### config.mk
export PLATFORM = sky130hd
export DESIGN_NAME = eoc_ctrl
export DESIGN_NICKNAME = d
export VERILOG_FILES = /design/src/core/eoc_pkg.sv /design/src/core/eoc_ctrl.sv
export VERILOG_INCLUDE_DIRS = /design/src /design/src/core
export SDC_FILE = /design/constraint.sdc
export NUM_CORES = 1
export LEC_CHECK = 0
export BUFFER_PORTS_ARGS = -buffer_cell sky130_fd_sc_hd__buf_4
export CAP_MARGIN = 10
export CORE_MARGIN = 2
export CORE_UTILIZATION = 44
export CTS_BUF_LIST = sky130_fd_sc_hd__clkbuf_4 sky130_fd_sc_hd__clkbuf_8 sky130_fd_sc_hd__clkbuf_16
export DETAILED_ROUTE_END_ITERATION = 12
export HOLD_SLACK_MARGIN = 0.15
export PLACE_DENSITY = 0.93
export SLEW_MARGIN = 40
export SYNTH_ARGS = -nofsm -noshare
export SYNTH_HDL_FRONTEND = slang
export SYNTH_SLANG_ARGS = --single-unit
### constraint.sdc
create_clock -name clk_i -period 2.9 [get_ports clk_i]
set_clock_uncertainty 0.1 [all_clocks]
set_input_delay 0.29 -clock clk_i [delete_from_list [all_inputs] [get_ports clk_i]]
set_output_delay 0.29 -clock clk_i [all_outputs]
set_load 0.005 [all_outputs]
### src/core/eoc_consts.svh
// Offsets, field positions and reset values of the external oscillator control.
// Included by the package and the control module; definitions only.
`ifndef EOC_CONSTS_SVH
`define EOC_CONSTS_SVH
// Register indices; byte address is four times the index
`define EOC_IDX_CTRL      8'hb1
`define EOC_IDX_CLOCK_SELECT_REGISTER    8'hc0
`define EOC_IDX_STATUS    8'hc1
`define EOC_IDX_MASK      8'hc2
// Control register fields
`define EOC_CTRL_VALID    7
`define EOC_CTRL_RSVD     3
`define EOC_CTRL_RESET    8'h00
// Mode field encodings
`define EOC_MODE_CMOS     3'h2
`define EOC_MODE_CMOS_D2  3'h3
`define EOC_MODE_RC       3'h4
`define EOC_MODE_CAP      3'h5
`define EOC_MODE_XTAL     3'h6
`define EOC_MODE_XTAL_D2  3'h7
// Peripheral clock divide ratio, minus one
`define EOC_DIV8_LAST     3'h7
// Interrupt status bits: valid rose, valid fell
`define EOC_EV_VALID_UP   0
`define EOC_EV_VALID_DN   1
`define EOC_EV_W          2
`endif

### src/core/eoc_pkg.sv
// Types shared by the external oscillator control block.
// Assumes eoc_consts.svh is on the include path.
`include "eoc_consts.svh"
package eoc_pkg;
   // Layout of the control register
   typedef struct packed {
      logic       crystal_valid_flag;
      logic [2:0] ext_osc_mode_field;
      logic       reserved;
      logic [2:0] ext_osc_drive_range;
   } eoc_ctrl_t;

   // Classic Wishbone request from the master
   typedef struct packed {
      logic        cyc;
      logic        stb;
      logic        we;
      logic [3:0]  sel;
      logic [31:0] adr;
      logic [31:0] dat;
   } eoc_wb_req_t;
endpackage

### src/core/eoc_ctrl.sv
// External oscillator control: control register, clock select, /8 peripheral
// tick, crystal valid flag and interrupt, on a classic Wishbone slave.
// Assumes one 125 MHz clock; oscillator and amplitude detector come from pins.
//
// Contract
// RULE1: The external oscillator divided by eight is offered to timers and counter array.
// RULE2: Software keeps the external frequency at or below the system clock when used so.
// RULE3: The divided clock is resynchronised to the system clock with half-cycle jitter.
// RULE4: Software latches pins high, makes them analog, enables, waits 1 ms, polls, switches.
// RULE5: Software never selects the crystal as system clock before it is stable.
// RULE6: Bit 7 is a read-only valid flag, set only when a crystal mode runs stable.
// RULE7: Bits 6 to 4 pick off, CMOS clock, CMOS /2, RC, capacitor, crystal, crystal /2.
// RULE8: Bit 3 reads zero and software writes zero to it.
// RULE9: Bits 2 to 0 hold the drive range, read-write, passed on in every mode.
// RULE10: Software sets the drive range to match the crystal in crystal mode.
// RULE11: Hardware sets the valid flag once the oscillator settles, unaided.
// RULE12: A select bit picks internal at 0 or external at 1, switchable on the fly.
// RULE13: After reset the control register reads zero, oscillator off, flag clear.
//
// The Wishbone register port is this design's own decision.
`timescale 1ns/10ps
`include "eoc_consts.svh"
module eoc_ctrl (
   input  wire logic                clk_i,
   input  wire logic                rst_i,
   input  wire eoc_pkg::eoc_wb_req_t wb_req_i,
   output logic                     wb_ack_o,
   output logic [31:0]              wb_dat_o,
   input  wire logic                ext_osc_i,
   input  wire logic                amp_ok_i,
   output logic                     osc_enable_o,
   output logic [2:0]               osc_mode_o,
   output logic [2:0]               drive_range_o,
   output logic                     sysclk_sel_ext_o,
   output logic                     ext_div8_tick_o,
   output logic                     irq_o
);
   import eoc_pkg::*;

   eoc_ctrl_t            ctrl_q;
   logic [2:0]           mode_q;
   logic [2:0]           range_q;
   logic                 ack_q;
   logic [31:0]          rdat_q;
   logic                 clock_select_register_q;
   logic [`EOC_EV_W-1:0] status_q;
   logic [`EOC_EV_W-1:0] mask_q;
   logic [`EOC_EV_W-1:0] ev_set;
   logic                 osc_s1_q, osc_s2_q, osc_s3_q;
   logic                 amp_s1_q, amp_s2_q;
   logic                 half_q;
   logic [2:0]           div_cnt_q;
   logic                 tick_q;
   logic                 valid_q;
   logic                 en_q;
   logic                 irq_q;
   logic                 access, wr, rd;
   logic [7:0]           idx;
   logic                 osc_rise, osc_edge, div2_mode, xtal_mode;

   // Mode decode used by the divider and the oscillator enable
   function automatic logic is_div2(input logic [2:0] m);
      return m == `EOC_MODE_CMOS_D2 || m == `EOC_MODE_XTAL_D2;
   endfunction
   function automatic logic is_on(input logic [2:0] m);
      return m[2:1] != 2'h0;
   endfunction

   // Bus decode; a request is served in the cycle before ack
   assign access    = wb_req_i.cyc && wb_req_i.stb && !ack_q;
   assign wr        = access && wb_req_i.we && wb_req_i.sel[0];
   assign rd        = access && !wb_req_i.we;
   assign idx       = (wb_req_i.adr[31:10] == 22'h0) ? wb_req_i.adr[9:2] : 8'hff;
   assign div2_mode = is_div2(ctrl_q.ext_osc_mode_field);
   assign xtal_mode = ctrl_q.ext_osc_mode_field[2:1] == 2'h3;

   // Acknowledge one cycle after the strobe, dropped the cycle after
   always_ff @(posedge clk_i) begin
      if (rst_i) begin
         ack_q <= 1'b0;
      end else begin
         ack_q <= access;
      end
   end

   // Read data; unmapped indices read zero
   always_ff @(posedge clk_i) begin
      if (rst_i) begin
         rdat_q <= 32'h0;
      end else if (rd) begin
         unique case (idx)
            `EOC_IDX_CTRL:   rdat_q <= {24'h0, ctrl_q};
            `EOC_IDX_CLOCK_SELECT_REGISTER: rdat_q <= {31'h0, clock_select_register_q};
            `EOC_IDX_STATUS: rdat_q <= {{(32-`EOC_EV_W){1'b0}}, status_q};
            `EOC_IDX_MASK:   rdat_q <= {{(32-`EOC_EV_W){1'b0}}, mask_q};
            default:         rdat_q <= 32'h0;
         endcase
      end
   end

   // Control register writes; flag and reserved bit are not writable
   always_ff @(posedge clk_i) begin
      if (rst_i) begin
         // RULE13: reset to off
         mode_q  <= 3'h0;
         range_q <= 3'h0;
      end else if (wr && idx == `EOC_IDX_CTRL) begin
         // RULE7: mode field store
         mode_q  <= wb_req_i.dat[6:4];
         // RULE9: drive range store
         range_q <= wb_req_i.dat[2:0];
      end
   end
   // RULE8: reserved bit zero; one driver for the whole register view
   assign ctrl_q = '{crystal_valid_flag:  valid_q,
                     ext_osc_mode_field:  mode_q,
                     reserved:            1'b0,
                     ext_osc_drive_range: range_q};

   // System clock select and interrupt mask
   always_ff @(posedge clk_i) begin
      if (rst_i) begin
         clock_select_register_q <= 1'b0;
         mask_q   <= '0;
      end else if (wr) begin
         // RULE12: source select write
         if (idx == `EOC_IDX_CLOCK_SELECT_REGISTER) clock_select_register_q <= wb_req_i.dat[0];
         if (idx == `EOC_IDX_MASK) mask_q <= wb_req_i.dat[`EOC_EV_W-1:0];
      end
   end

   // Pin synchronisers: two stages before any logic
   always_ff @(posedge clk_i) begin
      if (rst_i) begin
         osc_s1_q <= 1'b0;
         osc_s2_q <= 1'b0;
         osc_s3_q <= 1'b0;
         amp_s1_q <= 1'b0;
         amp_s2_q <= 1'b0;
      end else begin
         osc_s1_q <= ext_osc_i;
         osc_s2_q <= osc_s1_q;
         osc_s3_q <= osc_s2_q;
         amp_s1_q <= amp_ok_i;
         amp_s2_q <= amp_s1_q;
      end
   end

   // RULE3: edge taken in system clock domain
   assign osc_rise = osc_s2_q && !osc_s3_q && is_on(ctrl_q.ext_osc_mode_field);
   assign osc_edge = osc_rise && (!div2_mode || half_q);

   // RULE1: divide by eight into a one-cycle tick
   always_ff @(posedge clk_i) begin
      if (rst_i) begin
         half_q    <= 1'b0;
         div_cnt_q <= 3'h0;
         tick_q    <= 1'b0;
      end else begin
         if (osc_rise) half_q <= !half_q;
         if (osc_edge) div_cnt_q <= div_cnt_q + 3'h1;
         tick_q <= osc_edge && div_cnt_q == `EOC_DIV8_LAST;
      end
   end

   // RULE11: valid follows the settled detector in crystal modes
   always_ff @(posedge clk_i) begin
      if (rst_i) begin
         valid_q <= 1'b0;
      end else begin
         // RULE6: zero outside crystal modes
         valid_q <= xtal_mode && amp_s2_q;
      end
   end

   // Sticky events; a read clears, a new event wins
   assign ev_set[`EOC_EV_VALID_UP] = xtal_mode && amp_s2_q && !valid_q;
   assign ev_set[`EOC_EV_VALID_DN] = valid_q && !(xtal_mode && amp_s2_q);
   always_ff @(posedge clk_i) begin
      if (rst_i) begin
         status_q <= '0;
      end else if (rd && idx == `EOC_IDX_STATUS) begin
         status_q <= ev_set;
      end else begin
         status_q <= status_q | ev_set;
      end
   end

   // Registered outputs
   always_ff @(posedge clk_i) begin
      if (rst_i) begin
         en_q  <= 1'b0;
         irq_q <= 1'b0;
      end else begin
         en_q  <= is_on(ctrl_q.ext_osc_mode_field);
         irq_q <= |(status_q & mask_q);
      end
   end

   assign wb_ack_o         = ack_q;
   assign wb_dat_o         = rdat_q;
   assign osc_enable_o     = en_q;
   assign osc_mode_o       = ctrl_q.ext_osc_mode_field;
   assign drive_range_o    = ctrl_q.ext_osc_drive_range;
   assign sysclk_sel_ext_o = clock_select_register_q;
   assign ext_div8_tick_o  = tick_q;
   assign irq_o            = irq_q;

   // Checks
   property p_reset_zero;
      @(posedge clk_i) rst_i |=> ctrl_q == `EOC_CTRL_RESET;
   endproperty
   a_reset_zero: assert property (p_reset_zero) else $error("control not zero after reset"); // RULE13

   property p_rsvd;
      @(posedge clk_i) disable iff (rst_i)
         rd && idx == `EOC_IDX_CTRL |=> !wb_dat_o[`EOC_CTRL_RSVD];
   endproperty
   a_rsvd: assert property (p_rsvd) else $error("reserved bit read as one"); // RULE8

   property p_valid_xtal;
      @(posedge clk_i) disable iff (rst_i) ctrl_q.crystal_valid_flag |-> $past(xtal_mode);
   endproperty
   a_valid_xtal: assert property (p_valid_xtal) else $error("valid outside crystal mode"); // RULE6

   property p_valid_set;
      @(posedge clk_i) disable iff (rst_i) xtal_mode && amp_s2_q |=> valid_q;
   endproperty
   a_valid_set: assert property (p_valid_set) else $error("valid not set when settled"); // RULE11

   property p_tick_gap;
      @(posedge clk_i) disable iff (rst_i) ext_div8_tick_o |=> !ext_div8_tick_o [*8];
   endproperty
   a_tick_gap: assert property (p_tick_gap) else $error("divided ticks too close"); // RULE1

   property p_tick_time;
      @(posedge clk_i) disable iff (rst_i)
         osc_rise && !div2_mode && div_cnt_q == `EOC_DIV8_LAST |=> ext_div8_tick_o;
   endproperty
   a_tick_time: assert property (p_tick_time) else $error("tick late after eighth edge"); // RULE3

   property p_range_wr;
      @(posedge clk_i) disable iff (rst_i)
         wr && idx == `EOC_IDX_CTRL |=> drive_range_o == $past(wb_req_i.dat[2:0]);
   endproperty
   a_range_wr: assert property (p_range_wr) else $error("drive range not stored"); // RULE9

   property p_mode_off;
      @(posedge clk_i) disable iff (rst_i)
         wr && idx == `EOC_IDX_CTRL && wb_req_i.dat[6:5] == 2'h0 |-> ##3 !osc_enable_o;
   endproperty
   a_mode_off: assert property (p_mode_off) else $error("oscillator on in off mode"); // RULE7

   property p_clock_select_register;
      @(posedge clk_i) disable iff (rst_i)
         wr && idx == `EOC_IDX_CLOCK_SELECT_REGISTER |=> sysclk_sel_ext_o == $past(wb_req_i.dat[0]);
   endproperty
   a_clock_select_register: assert property (p_clock_select_register) else $error("clock select not stored"); // RULE12

   c_tick: cover property (@(posedge clk_i) disable iff (rst_i) ext_div8_tick_o);
   c_valid: cover property (@(posedge clk_i) disable iff (rst_i) $rose(valid_q));
   c_irq: cover property (@(posedge clk_i) disable iff (rst_i) $rose(irq_o));
endmodule

==> impl_metrics.json, run 1 <==
{
  "synthArstFlopShare": 0,
  "yosysSeqAreaShare": 0.384,
  "seq_area_sq_um": 641,
  "grt_setup_unrepaired": "no",
  "ys.flop_type": "dfxtp_1",
  "design_area_sq_um": 2200,
  "intPower_mw": 0.759,
  "worstPathArrival_ns": 1.98,
  "clkPwrFrac": 0.442,
  "report.final.setup_viol": 0,
  "power_density_nw_per_um2": 437,
  "grt_pass1_wl_microns": 6090,
  "first_pass_iters": 4,
  "critPathMaxStageDelay_ns": 0.55,
  "drive_above_1_share": 0.309,
  "reg2reg_slack_ns": 1.28,
  "path_max_fanout": 7,
  "p_leak_nw": 0.958,
  "die-area_sq_um": 4300,
  "power.switching_mw": 0.201,
  "cts_root_buffer": "clkbuf_8",
  "setup.worst_path.start": "wb_req_i[46]",
  "clk_pin_slew_ns": 0.07,
  "endpoint_kind": "register",
  "ys_types": 37,
  "regToRegStartpoint": "osc_mode_o[1]",
  "start_util": 0.456,
  "p_comb_frac": 0.096,
  "status": "finished, final reports clean",
  "antenna_found_initial": 0,
  "place_hpwl_microns": 2820,
  "clkSinkCount": 32,
  "dpl_cell_area_sq_um": 2060,
  "critPathLaunchType": "primary input",
  "finalHoldViolCount": 0,
  "timing.rr.end": "div_cnt_q[2]",
  "min_from": "wb_req_i[4]",
  "fin_crit_ns": 1.86,
  "wire_per_inst_microns": 12.7,
  "holdPathEnd": "osc_mode_o[0]",
  "finalWirelength_microns": 3740,
  "h-tree-depth": 2,
  "fmax_mhz": 538,
  "coreArea_sq_um": 3660,
  "whs_path_depth": 3,
  "grt_pass1_vias": 1382,
  "rows": 22,
  "p_seq_frac": 0.463,
  "syn_inst": 184,
  "gp_congestion": 0.877,
  "ff2ff_path_depth": 4,
  "avgSynthCellArea_sq_um": 9.07,
  "slowest_stage": "or4_4",
  "max_slew.worst_pin.slew_ns": 0.798,
  "cts_tree": "done",
  "path_cells": "buf_4 -> or4_4 -> nor4_4 -> and4_1 -> mux2i_1",
  "timing.slew.headroom": 0.467,
  "clkLatencyLatePin_ns": 0.29,
  "via_per_inst": 4.99,
  "sw_frac_of_total": 0.209,
  "slew_viol_final": 0,
  "fill_cells": 325,
  "drt_iter0_drc": 65,
  "synth-edff-count": 0,
  "numCtsBuffers": 5,
  "setup_tns_ns": 0,
  "multi_input_area_sq_um": 896,
  "io_buffer_count": 61,
  "clock_tree.buffer_depth": 2,
  "ys_warn_count": 0,
  "pin_count": 118,
  "ant_nets": 0,
  "ys_ff_latch": 32,
  "die_w_microns": 65.6,
  "die_h_microns": 65.6,
  "vias": 1468,
  "drv_cap": 0,
  "syn_to_final_growth_pct": 31.6,
  "crit_required_ns": 3.02,
  "path_class": "in2reg",
  "final_nets": 322,
  "overflow": 0,
  "peakVddDrop_mv": 0.326,
  "grt.total_usage": 0.184,
  "hp-class": "in2reg",
  "timing.final.crit_share": 0.641,
  "drc": 0,
  "syn_area_sq_um": 1670,
  "grt_max_degree": 40,
  "post_cts_buffers": 0,
  "diodes": 0
}
==> through the flow <==
| step | power, mW | instances | worst slack [ns] | hold WS, ns | utilization |
|---|---|---|---|---|---|
| 2_1_floorplan | 0.514 | 208 | 1.06 | 0.314 | - |
| 3_3_place_gp | 0.541 | 284 | 0.749 | 0.318 | 0.563 |
| 3_5_place_dp | 0.543 | 284 | 0.744 | 0.329 | 0.563 |
| 4_1_cts | 0.964 | 294 | 0.989 | 0.178 | 0.598 |
| 5_1_grt | 0.994 | 294 | 0.887 | 0.173 | 0.600 |
| 6_report | 0.960 | 294 | 1.04 | 0.175 | 0.600 |
==> layout make-up <==
type                            count  area share
Clock buffer                        6      0.0347
Clock inverter                      2      0.0159
Inverter                            1     0.00171
Multi-Input combinational cell    141       0.408
Sequential cell                    32       0.292
Tap cell                           48      0.0273
Timing Repair Buffer               64       0.221
==> critical path, delay by kind of cell <==
kind                   cells  cell delay, ns
and+or+nand+nor            3            1.37
muxes                      1            0.21
buffers and inverters      1            0.11
==> how the worst max path moves through the flow <==
stage,to,cells after the start
2_1_floorplan,drive_range_o[2],5
3_3_place_gp,osc_mode_o[0],5
3_5_place_dp,osc_mode_o[1],5
4_1_cts,div_cnt_q[2],4
5_1_grt,osc_mode_o[1],5
6_report,osc_mode_o[1],5
==> flip-flops by register name, indices dropped and copies added, names as in the netlist <==
| name | count |
|---|---|
| amp_s1_q | 1 |
| amp_s2_q | 1 |
| div_cnt_q | 3 |
| drive_range_o | 3 |
| ext_div8_tick_o | 1 |
| half_q | 1 |
| irq_o | 1 |
| mask_q | 2 |
| osc_enable_o | 1 |
| osc_mode_o | 3 |
| osc_s1_q | 1 |
| osc_s2_q | 1 |
| osc_s3_q | 1 |
| status_q | 2 |
| sysclk_sel_ext_o | 1 |
| valid_q | 1 |
| wb_ack_o | 1 |
| wb_dat_o | 7 |
==> synthesized netlist by cell type, types with 2 or more instances <==
cell type	number	share of area
nand3_1	2	0.0060
nor2_1	11	0.025
o31ai_1	4	0.018
nand2b_1	15	0.056
nand4_1	13	0.049
xnor2_1	2	0.010
nor2b_1	8	0.030
a21oi_1	9	0.027
clkbuf_1	8	0.018
and3b_1	4	0.021
mux2i_1	9	0.054
nand2_1	8	0.018
ha_1	2	0.015
a22oi_1	3	0.013
nor3b_1	2	0.0090
buf_4	26	0.12
dfxtp_1	32	0.38
nor4_1	4	0.015
and2_1	2	0.0075
and4_1	3	0.016
==> routing by layer <==
| layer | up-vias | track usage | part of all wire | wire length [microns] |
|---|---|---|---|---|
| met5 | - | 0 | 0 | 0 |
| met4 | 0 | 0.0911 | 0.017 | 65 |
| met3 | 9 | 0.0377 | 0.063 | 237 |
| met2 | 61 | 0.325 | 0.51 | 1920 |
| met1 | 667 | 0.210 | 0.40 | 1510 |
| li1 | 731 | - | - | - |
==> kinds of logic after synthesis <==
group                    synth area share
adder cells (fa/ha/maj)            0.0150
multiplexers                       0.0607
buffers and inverters               0.137
flip-flops                          0.384
other                             0.00225
XOR/XNOR                           0.0105
AND/OR/NAND/NOR                     0.310
AO/OA/AOI/OAI                      0.0802
==> power groups by stage <==
stage               Combinational (mW)  Sequential (mW)  Clock (mW)
detailed placement              0.0890            0.454           0
CTS                             0.0913            0.444       0.428
global route                     0.101            0.444       0.449
global placement                0.0870            0.454           0
floorplan                       0.0604            0.454           0
finish                          0.0917            0.444       0.424
==> repair_timing <==
action | CTS | global route
hold buffers | 2 | 0
gates resized for setup | 0 | 0
hold endpoints to repair | 2 | 0
==> cells in the final DEF (no fill, tap or decap), types with 2 or more instances in the layout <==
master and n:
nor2_1 11, nand3_1 2, conb_1 25, o31ai_1 4, mux2i_1 9, nor3b_1 2, ha_1 2, and3b_1 4
nand2b_1 15, clkbuf_8 5, dfxtp_1 32, and2_1 2, nor2b_1 8, nand4_1 13, nand2_1 8, dlygate4sd3_1 2
buf_4 62, xnor2_1 2, nor4_1 4, a22oi_1 3, and4_1 3, a21oi_1 9
No activity file was read; power rests on OpenSTA's default activity.
==> run 2, diff against run 1 <==
--- a/config.mk
+++ b/config.mk
@@ -9,11 +9,11 @@
 export BUFFER_PORTS_ARGS = -buffer_cell sky130_fd_sc_hd__buf_4
 export CAP_MARGIN = 10
 export CORE_MARGIN = 2
-export CORE_UTILIZATION = 44
+export CORE_UTILIZATION = 37
 export CTS_BUF_LIST = sky130_fd_sc_hd__clkbuf_4 sky130_fd_sc_hd__clkbuf_8 sky130_fd_sc_hd__clkbuf_16
 export DETAILED_ROUTE_END_ITERATION = 12
 export HOLD_SLACK_MARGIN = 0.15
-export PLACE_DENSITY = 0.93
+export PLACE_DENSITY = 0.84
 export SLEW_MARGIN = 40
 export SYNTH_ARGS = -nofsm -noshare
 export SYNTH_HDL_FRONTEND = slang
==> constraint.sdc (replaced) <==
create_clock -name clk_i -period 1.7 [get_ports clk_i]
set_clock_uncertainty 0.1 [all_clocks]
set_input_delay 0.17 -clock clk_i [delete_from_list [all_inputs] [get_ports clk_i]]
set_output_delay 0.17 -clock clk_i [all_outputs]
set_load 0.005 [all_outputs]
==> impl_metrics.json, run 2 (synthesis results as in run 1) <==
{
  "path_class": "in2reg",
  "wire_per_inst_microns": 12.7,
  "crit_required_ns": 1.80,
  "gp_congestion": 0.843,
  "endpoint_kind": "register",
  "dr_wl_met2_microns": 1990,
  "drv_cap": 0,
  "fmax_mhz": 628,
  "timing.final.crit_share": 0.937,
  "path_cells": "buf_4 -> or4_4 -> nor4_4 -> buf_4 -> nand4_1 -> mux2i_1",
  "path_max_fanout": 6,
  "overflow": 0,
  "clock_tree.buffer_depth": 2,
  "clk_pin_slew_ns": 0.07,
  "coreArea_sq_um": 4350,
  "setup_tns_ns": 0,
  "clkSinkCount": 32,
  "vias": 1521,
  "grt_max_degree": 36,
  "h-tree-depth": 2,
  "numCtsBuffers": 5,
  "grt_setup_unrepaired": "no",
  "sw_frac_of_total": 0.245,
  "seq_area_sq_um": 641,
  "intPower_mw": 1.15,
  "dp.cells": 296,
  "largest_reg_flops": 7,
  "first_pass_iters": 4,
  "p_seq_frac": 0.497,
  "finalWirelength_microns": 4000,
  "grt.total_usage": 0.159,
  "grt_pass1_wl_microns": 6460,
  "status": "finished, final reports clean",
  "diodes": 0,
  "die_w_microns": 71.2,
  "dr_wl_met3_microns": 234,
  "pin_count": 118,
  "wl_met1_microns": 1730,
  "start_util": 0.383,
  "drc": 0,
  "multi_input_area_sq_um": 900,
  "die_h_microns": 71.2,
  "fill_cells": 415,
  "die-area_sq_um": 5060,
  "power.switching_mw": 0.374,
  "dpl_cell_area_sq_um": 2130,
  "grt_pass1_vias": 1402,
  "final_util": 0.534,
  "io_buffer_count": 61,
  "slowest_stage": "or4_4",
  "pre_cts_slack_ns": -0.145,
  "critPathBufInv": 2,
  "crit_top_cell": "buf_4",
  "drive_above_1_share": 0.324,
  "place_hpwl_microns": 2960,
  "layout_setup_ws_ns": 0.106,
  "final_cell_mix": "buf_4 (70), dfxtp_1 (32), conb_1 (25), nand2b_1 (15), nand4_1 (13)",
  "p_leak_nw": 1.02,
  "via_per_inst": 4.84,
  "p_comb_frac": 0.117,
  "antenna_found_initial": 0,
  "power.total_mw": 1.52,
  "clkLatencyLatePin_ns": 0.28,
  "finalHoldViolCount": 0,
  "clkPwrFrac": 0.385,
  "critPathMaxStageDelay_ns": 0.56,
  "cp_top_family": "simple AND/OR/NAND/NOR gates",
  "cts_tree": "done",
  "layout_commonest_cell": "buf_4",
  "top_layer_used": "met4",
  "instances_no_fill": 314,
  "hp-class": "in2reg",
  "peakVddDrop_mv": 0.353,
  "syn_to_final_growth_pct": 39.4,
  "slew_viol_final": 0,
  "report.final.setup_viol": 0,
  "drt_iter0_drc": 141,
  "fin_crit_ns": 1.59,
  "power_density_nw_per_um2": 655,
  "critPathLaunchType": "primary input",
  "final_nets": 338,
  "design_area_sq_um": 2330,
  "cts_root_buffer": "clkbuf_8",
  "rows": 24,
  "holdWs_ns": 0.198,
  "worstPathArrival_ns": 1.70,
  "ant_nets": 0
}
-- run 2: cell count changes in the layout (fill, tap and decap cells not counted), sizes merged --
cell and change:
clkinvlp +2, buf +8, bufinv -1, dlygate4sd3 +8
clkbuf -1
-- run 2: final timing paths --
path | endpoint | cells past startpoint | startpoint | slack (ns)
worst max-delay path | drive_range_o[0] | 6 | wb_req_i[47] | 0.11
worst min-delay path | wb_dat_o[0] | 4 | wb_req_i[35] | 0.20
worst max register to register | status_q[0] | 5 | wb_ack_o | 0.19
worst min register to register | amp_s2_q | 1 | amp_s1_q | 0.34
-- run 2: layer usage --
metal | GRT usage | up-vias
li1 | - | 761
met3 | 0.0285 | 5
met2 | 0.285 | 60
met4 | 0.0503 | 0
met5 | 0 | -
met1 | 0.191 | 695
-- run 2: worst register-to-register path: stages, from the launching register on --
cell and delay [ns]:
dfxtp_1 0.34, nor4bb_2 0.28, buf_4 0.22, nand4_1 0.14, o31ai_1 0.23, a21oi_1 0.09
-- run 2: cell type report --
type                       instances  share of cell area
clock buffer                       5              0.0296
clock inverter                     3              0.0102
inverter                           1             0.00161
multi-input combinational        141               0.387
sequential                        32               0.275
tap                               52              0.0280
timing repair buffer              80               0.269
-- run 2: what timing repair did --
item | CTS | global route
endpoints found under the setup margin | 0 | 1
endpoints found under the hold margin | 12 | 0
setup buffers | 0 | 0
hold buffers | 10 | 0
resized for setup | 0 | 1
-- run 2: power groups by stage --
stage	Sequential, mW	Combinational, mW	Clock [mW]
after global placement	0.774	0.155	0
after detailed placement	0.775	0.157	0
final	0.758	0.179	0.587
after global routing	0.758	0.197	0.628
after CTS	0.757	0.176	0.599
after floorplan	0.774	0.104	0
==> run 3, diff against run 2 <==
--- a/config.mk
+++ b/config.mk
@@ -6,14 +6,14 @@
 export SDC_FILE = /design/constraint.sdc
 export NUM_CORES = 1
 export LEC_CHECK = 0
-export BUFFER_PORTS_ARGS = -buffer_cell sky130_fd_sc_hd__buf_4
 export CAP_MARGIN = 10
 export CORE_MARGIN = 2
-export CORE_UTILIZATION = 37
+export CORE_UTILIZATION = 45
 export CTS_BUF_LIST = sky130_fd_sc_hd__clkbuf_4 sky130_fd_sc_hd__clkbuf_8 sky130_fd_sc_hd__clkbuf_16
 export DETAILED_ROUTE_END_ITERATION = 12
+export DONT_BUFFER_PORTS = 1
 export HOLD_SLACK_MARGIN = 0.15
-export PLACE_DENSITY = 0.84
+export PLACE_DENSITY = 0.7
 export SLEW_MARGIN = 40
 export SYNTH_ARGS = -nofsm -noshare
 export SYNTH_HDL_FRONTEND = slang
==> impl_metrics.json, run 3 (synthesis results as in run 1) <==
{
  "report.final.setup_viol": 0,
  "layout_setup_ws_ns": 0.116,
  "pre_cts_slack_ns": -0.0374,
  "die_w_microns": 64.9,
  "grt_max_degree": 34,
  "clock_tree.buffer_depth": 2,
  "fmax_mhz": 631,
  "ant_nets": 0,
  "coreArea_sq_um": 3610,
  "drt_iter0_drc": 68,
  "path_max_fanout": 7,
  "grt_pass1_wl_microns": 5520,
  "syn_to_final_growth_pct": 16.1,
  "numCtsBuffers": 5,
  "peakVddDrop_mv": 0.438,
  "via_per_inst": 5.15,
  "cts_tree": "done",
  "p_leak_nw": 0.765,
  "start_util": 0.463,
  "path_class": "reg2reg",
  "diodes": 0,
  "drc": 0,
  "max_slew.worst_pin.slew_ns": 0.503,
  "drive_above_1_share": 0.121,
  "wire_per_inst_microns": 13.5,
  "finalHoldViolCount": 0,
  "endpoint_kind": "register",
  "h-tree-depth": 2,
  "vias": 1314,
  "crit_required_ns": 1.77,
  "slew_viol_final": 0,
  "grt.total_usage": 0.173,
  "largest_reg_flops": 7,
  "clk_pin_slew_ns": 0.07,
  "io_buffer_count": 0,
  "layout_commonest_cell": "dfxtp_1",
  "first_pass_iters": 4,
  "place_hpwl_microns": 2510,
  "die-area_sq_um": 4210,
  "clkSinkCount": 32,
  "power_density_nw_per_um2": 814,
  "pin_count": 118,
  "cts_root_buffer": "clkbuf_8",
  "post_cts_buffers": 0,
  "final_nets": 283,
  "finalWirelength_microns": 3440,
  "status": "finished, final reports clean",
  "final_util": 0.537,
  "antenna_found_initial": 0,
  "drv_cap": 0,
  "worstPathArrival_ns": 1.65,
  "overflow": 0,
  "gp_congestion": 0.880,
  "die_h_microns": 64.9,
  "fin_crit_ns": 1.58,
  "clkLatencyLatePin_ns": 0.28,
  "grt_pass1_vias": 1180,
  "hp-class": "in2reg",
  "final_cell_mix": "dfxtp_1 (32), conb_1 (25), nand2b_1 (15), dlygate4sd3_1 (15), nand4_1 (13)",
  "grt_setup_unrepaired": "no",
  "holdWs_ns": 0.165,
  "timing.final.crit_share": 0.932,
  "critPathLaunchType": "register",
  "timing.slew.headroom": 0.665,
  "rows": 22
}
run 3: timing repair:
action                                  CTS  global route
hold buffers                             16             0
endpoints found under the hold margin    32             0
endpoints found under the setup margin    0             1
gates resized for setup                   0             1
run 3: power breakdown:
part,leakage [nW],internal [mW],switching (mW)
registers,0.259,0.756,0.00253
clock network,0.0586,0.450,0.269
logic,0.448,0.0479,0.0533
total,0.765,1.25,0.325
run 3: path summary, 6_finish.rpt:
check / start / end / slack (ns) / cells after the start
worst max-delay path: wb_ack_o / wb_ack_o / 0.12 / 3
worst min-delay path: wb_req_i[68] / wb_dat_o[6] / 0.16 / 4
worst max register to register: wb_ack_o / wb_ack_o / 0.12 / 3
worst min register to register: wb_dat_o[0] / wb_dat_o[0] / 0.37 / 2
run 3: per-layer routing:
layer / track usage / up-vias / part of all wire
li1: - / 653 / -
met3: 0.0694 / 6 / 0.056
met4: 0.0745 / 0 / 0.019
met2: 0.258 / 42 / 0.47
met5: 0 / - / 0
met1: 0.219 / 613 / 0.45
run 3: final cells by class:
cell class | count | area, sq um
Clock buffer | 6 | 76.3
Clock inverter | 2 | 35.0
Fill cell | 355 | 1670
Inverter | 1 | 3.75
Multi-Input combinational cell | 141 | 900
Sequential cell | 32 | 641
Tap cell | 48 | 60.1
Timing Repair Buffer | 25 | 223
run 3: critical path, stage by stage, from the launching register on:
cell and delay [ns]:
dfxtp_1 0.39, and3b_1 0.28, nor2b_1 0.16, dlygate4sd3_1 0.54
run 3: metrics by stage:
stage          instances  power [mW]  setup TNS (ns)  area (sq um)
6_report             255        1.58               0          1940
5_1_grt              255        1.64               0          1940
4_1_cts              255        1.59               0          1940
3_5_place_dp         231       0.837          -0.141          1670
3_3_place_gp         231       0.836         -0.0719          1670
2_1_floorplan        208       0.878         -0.0959          1760
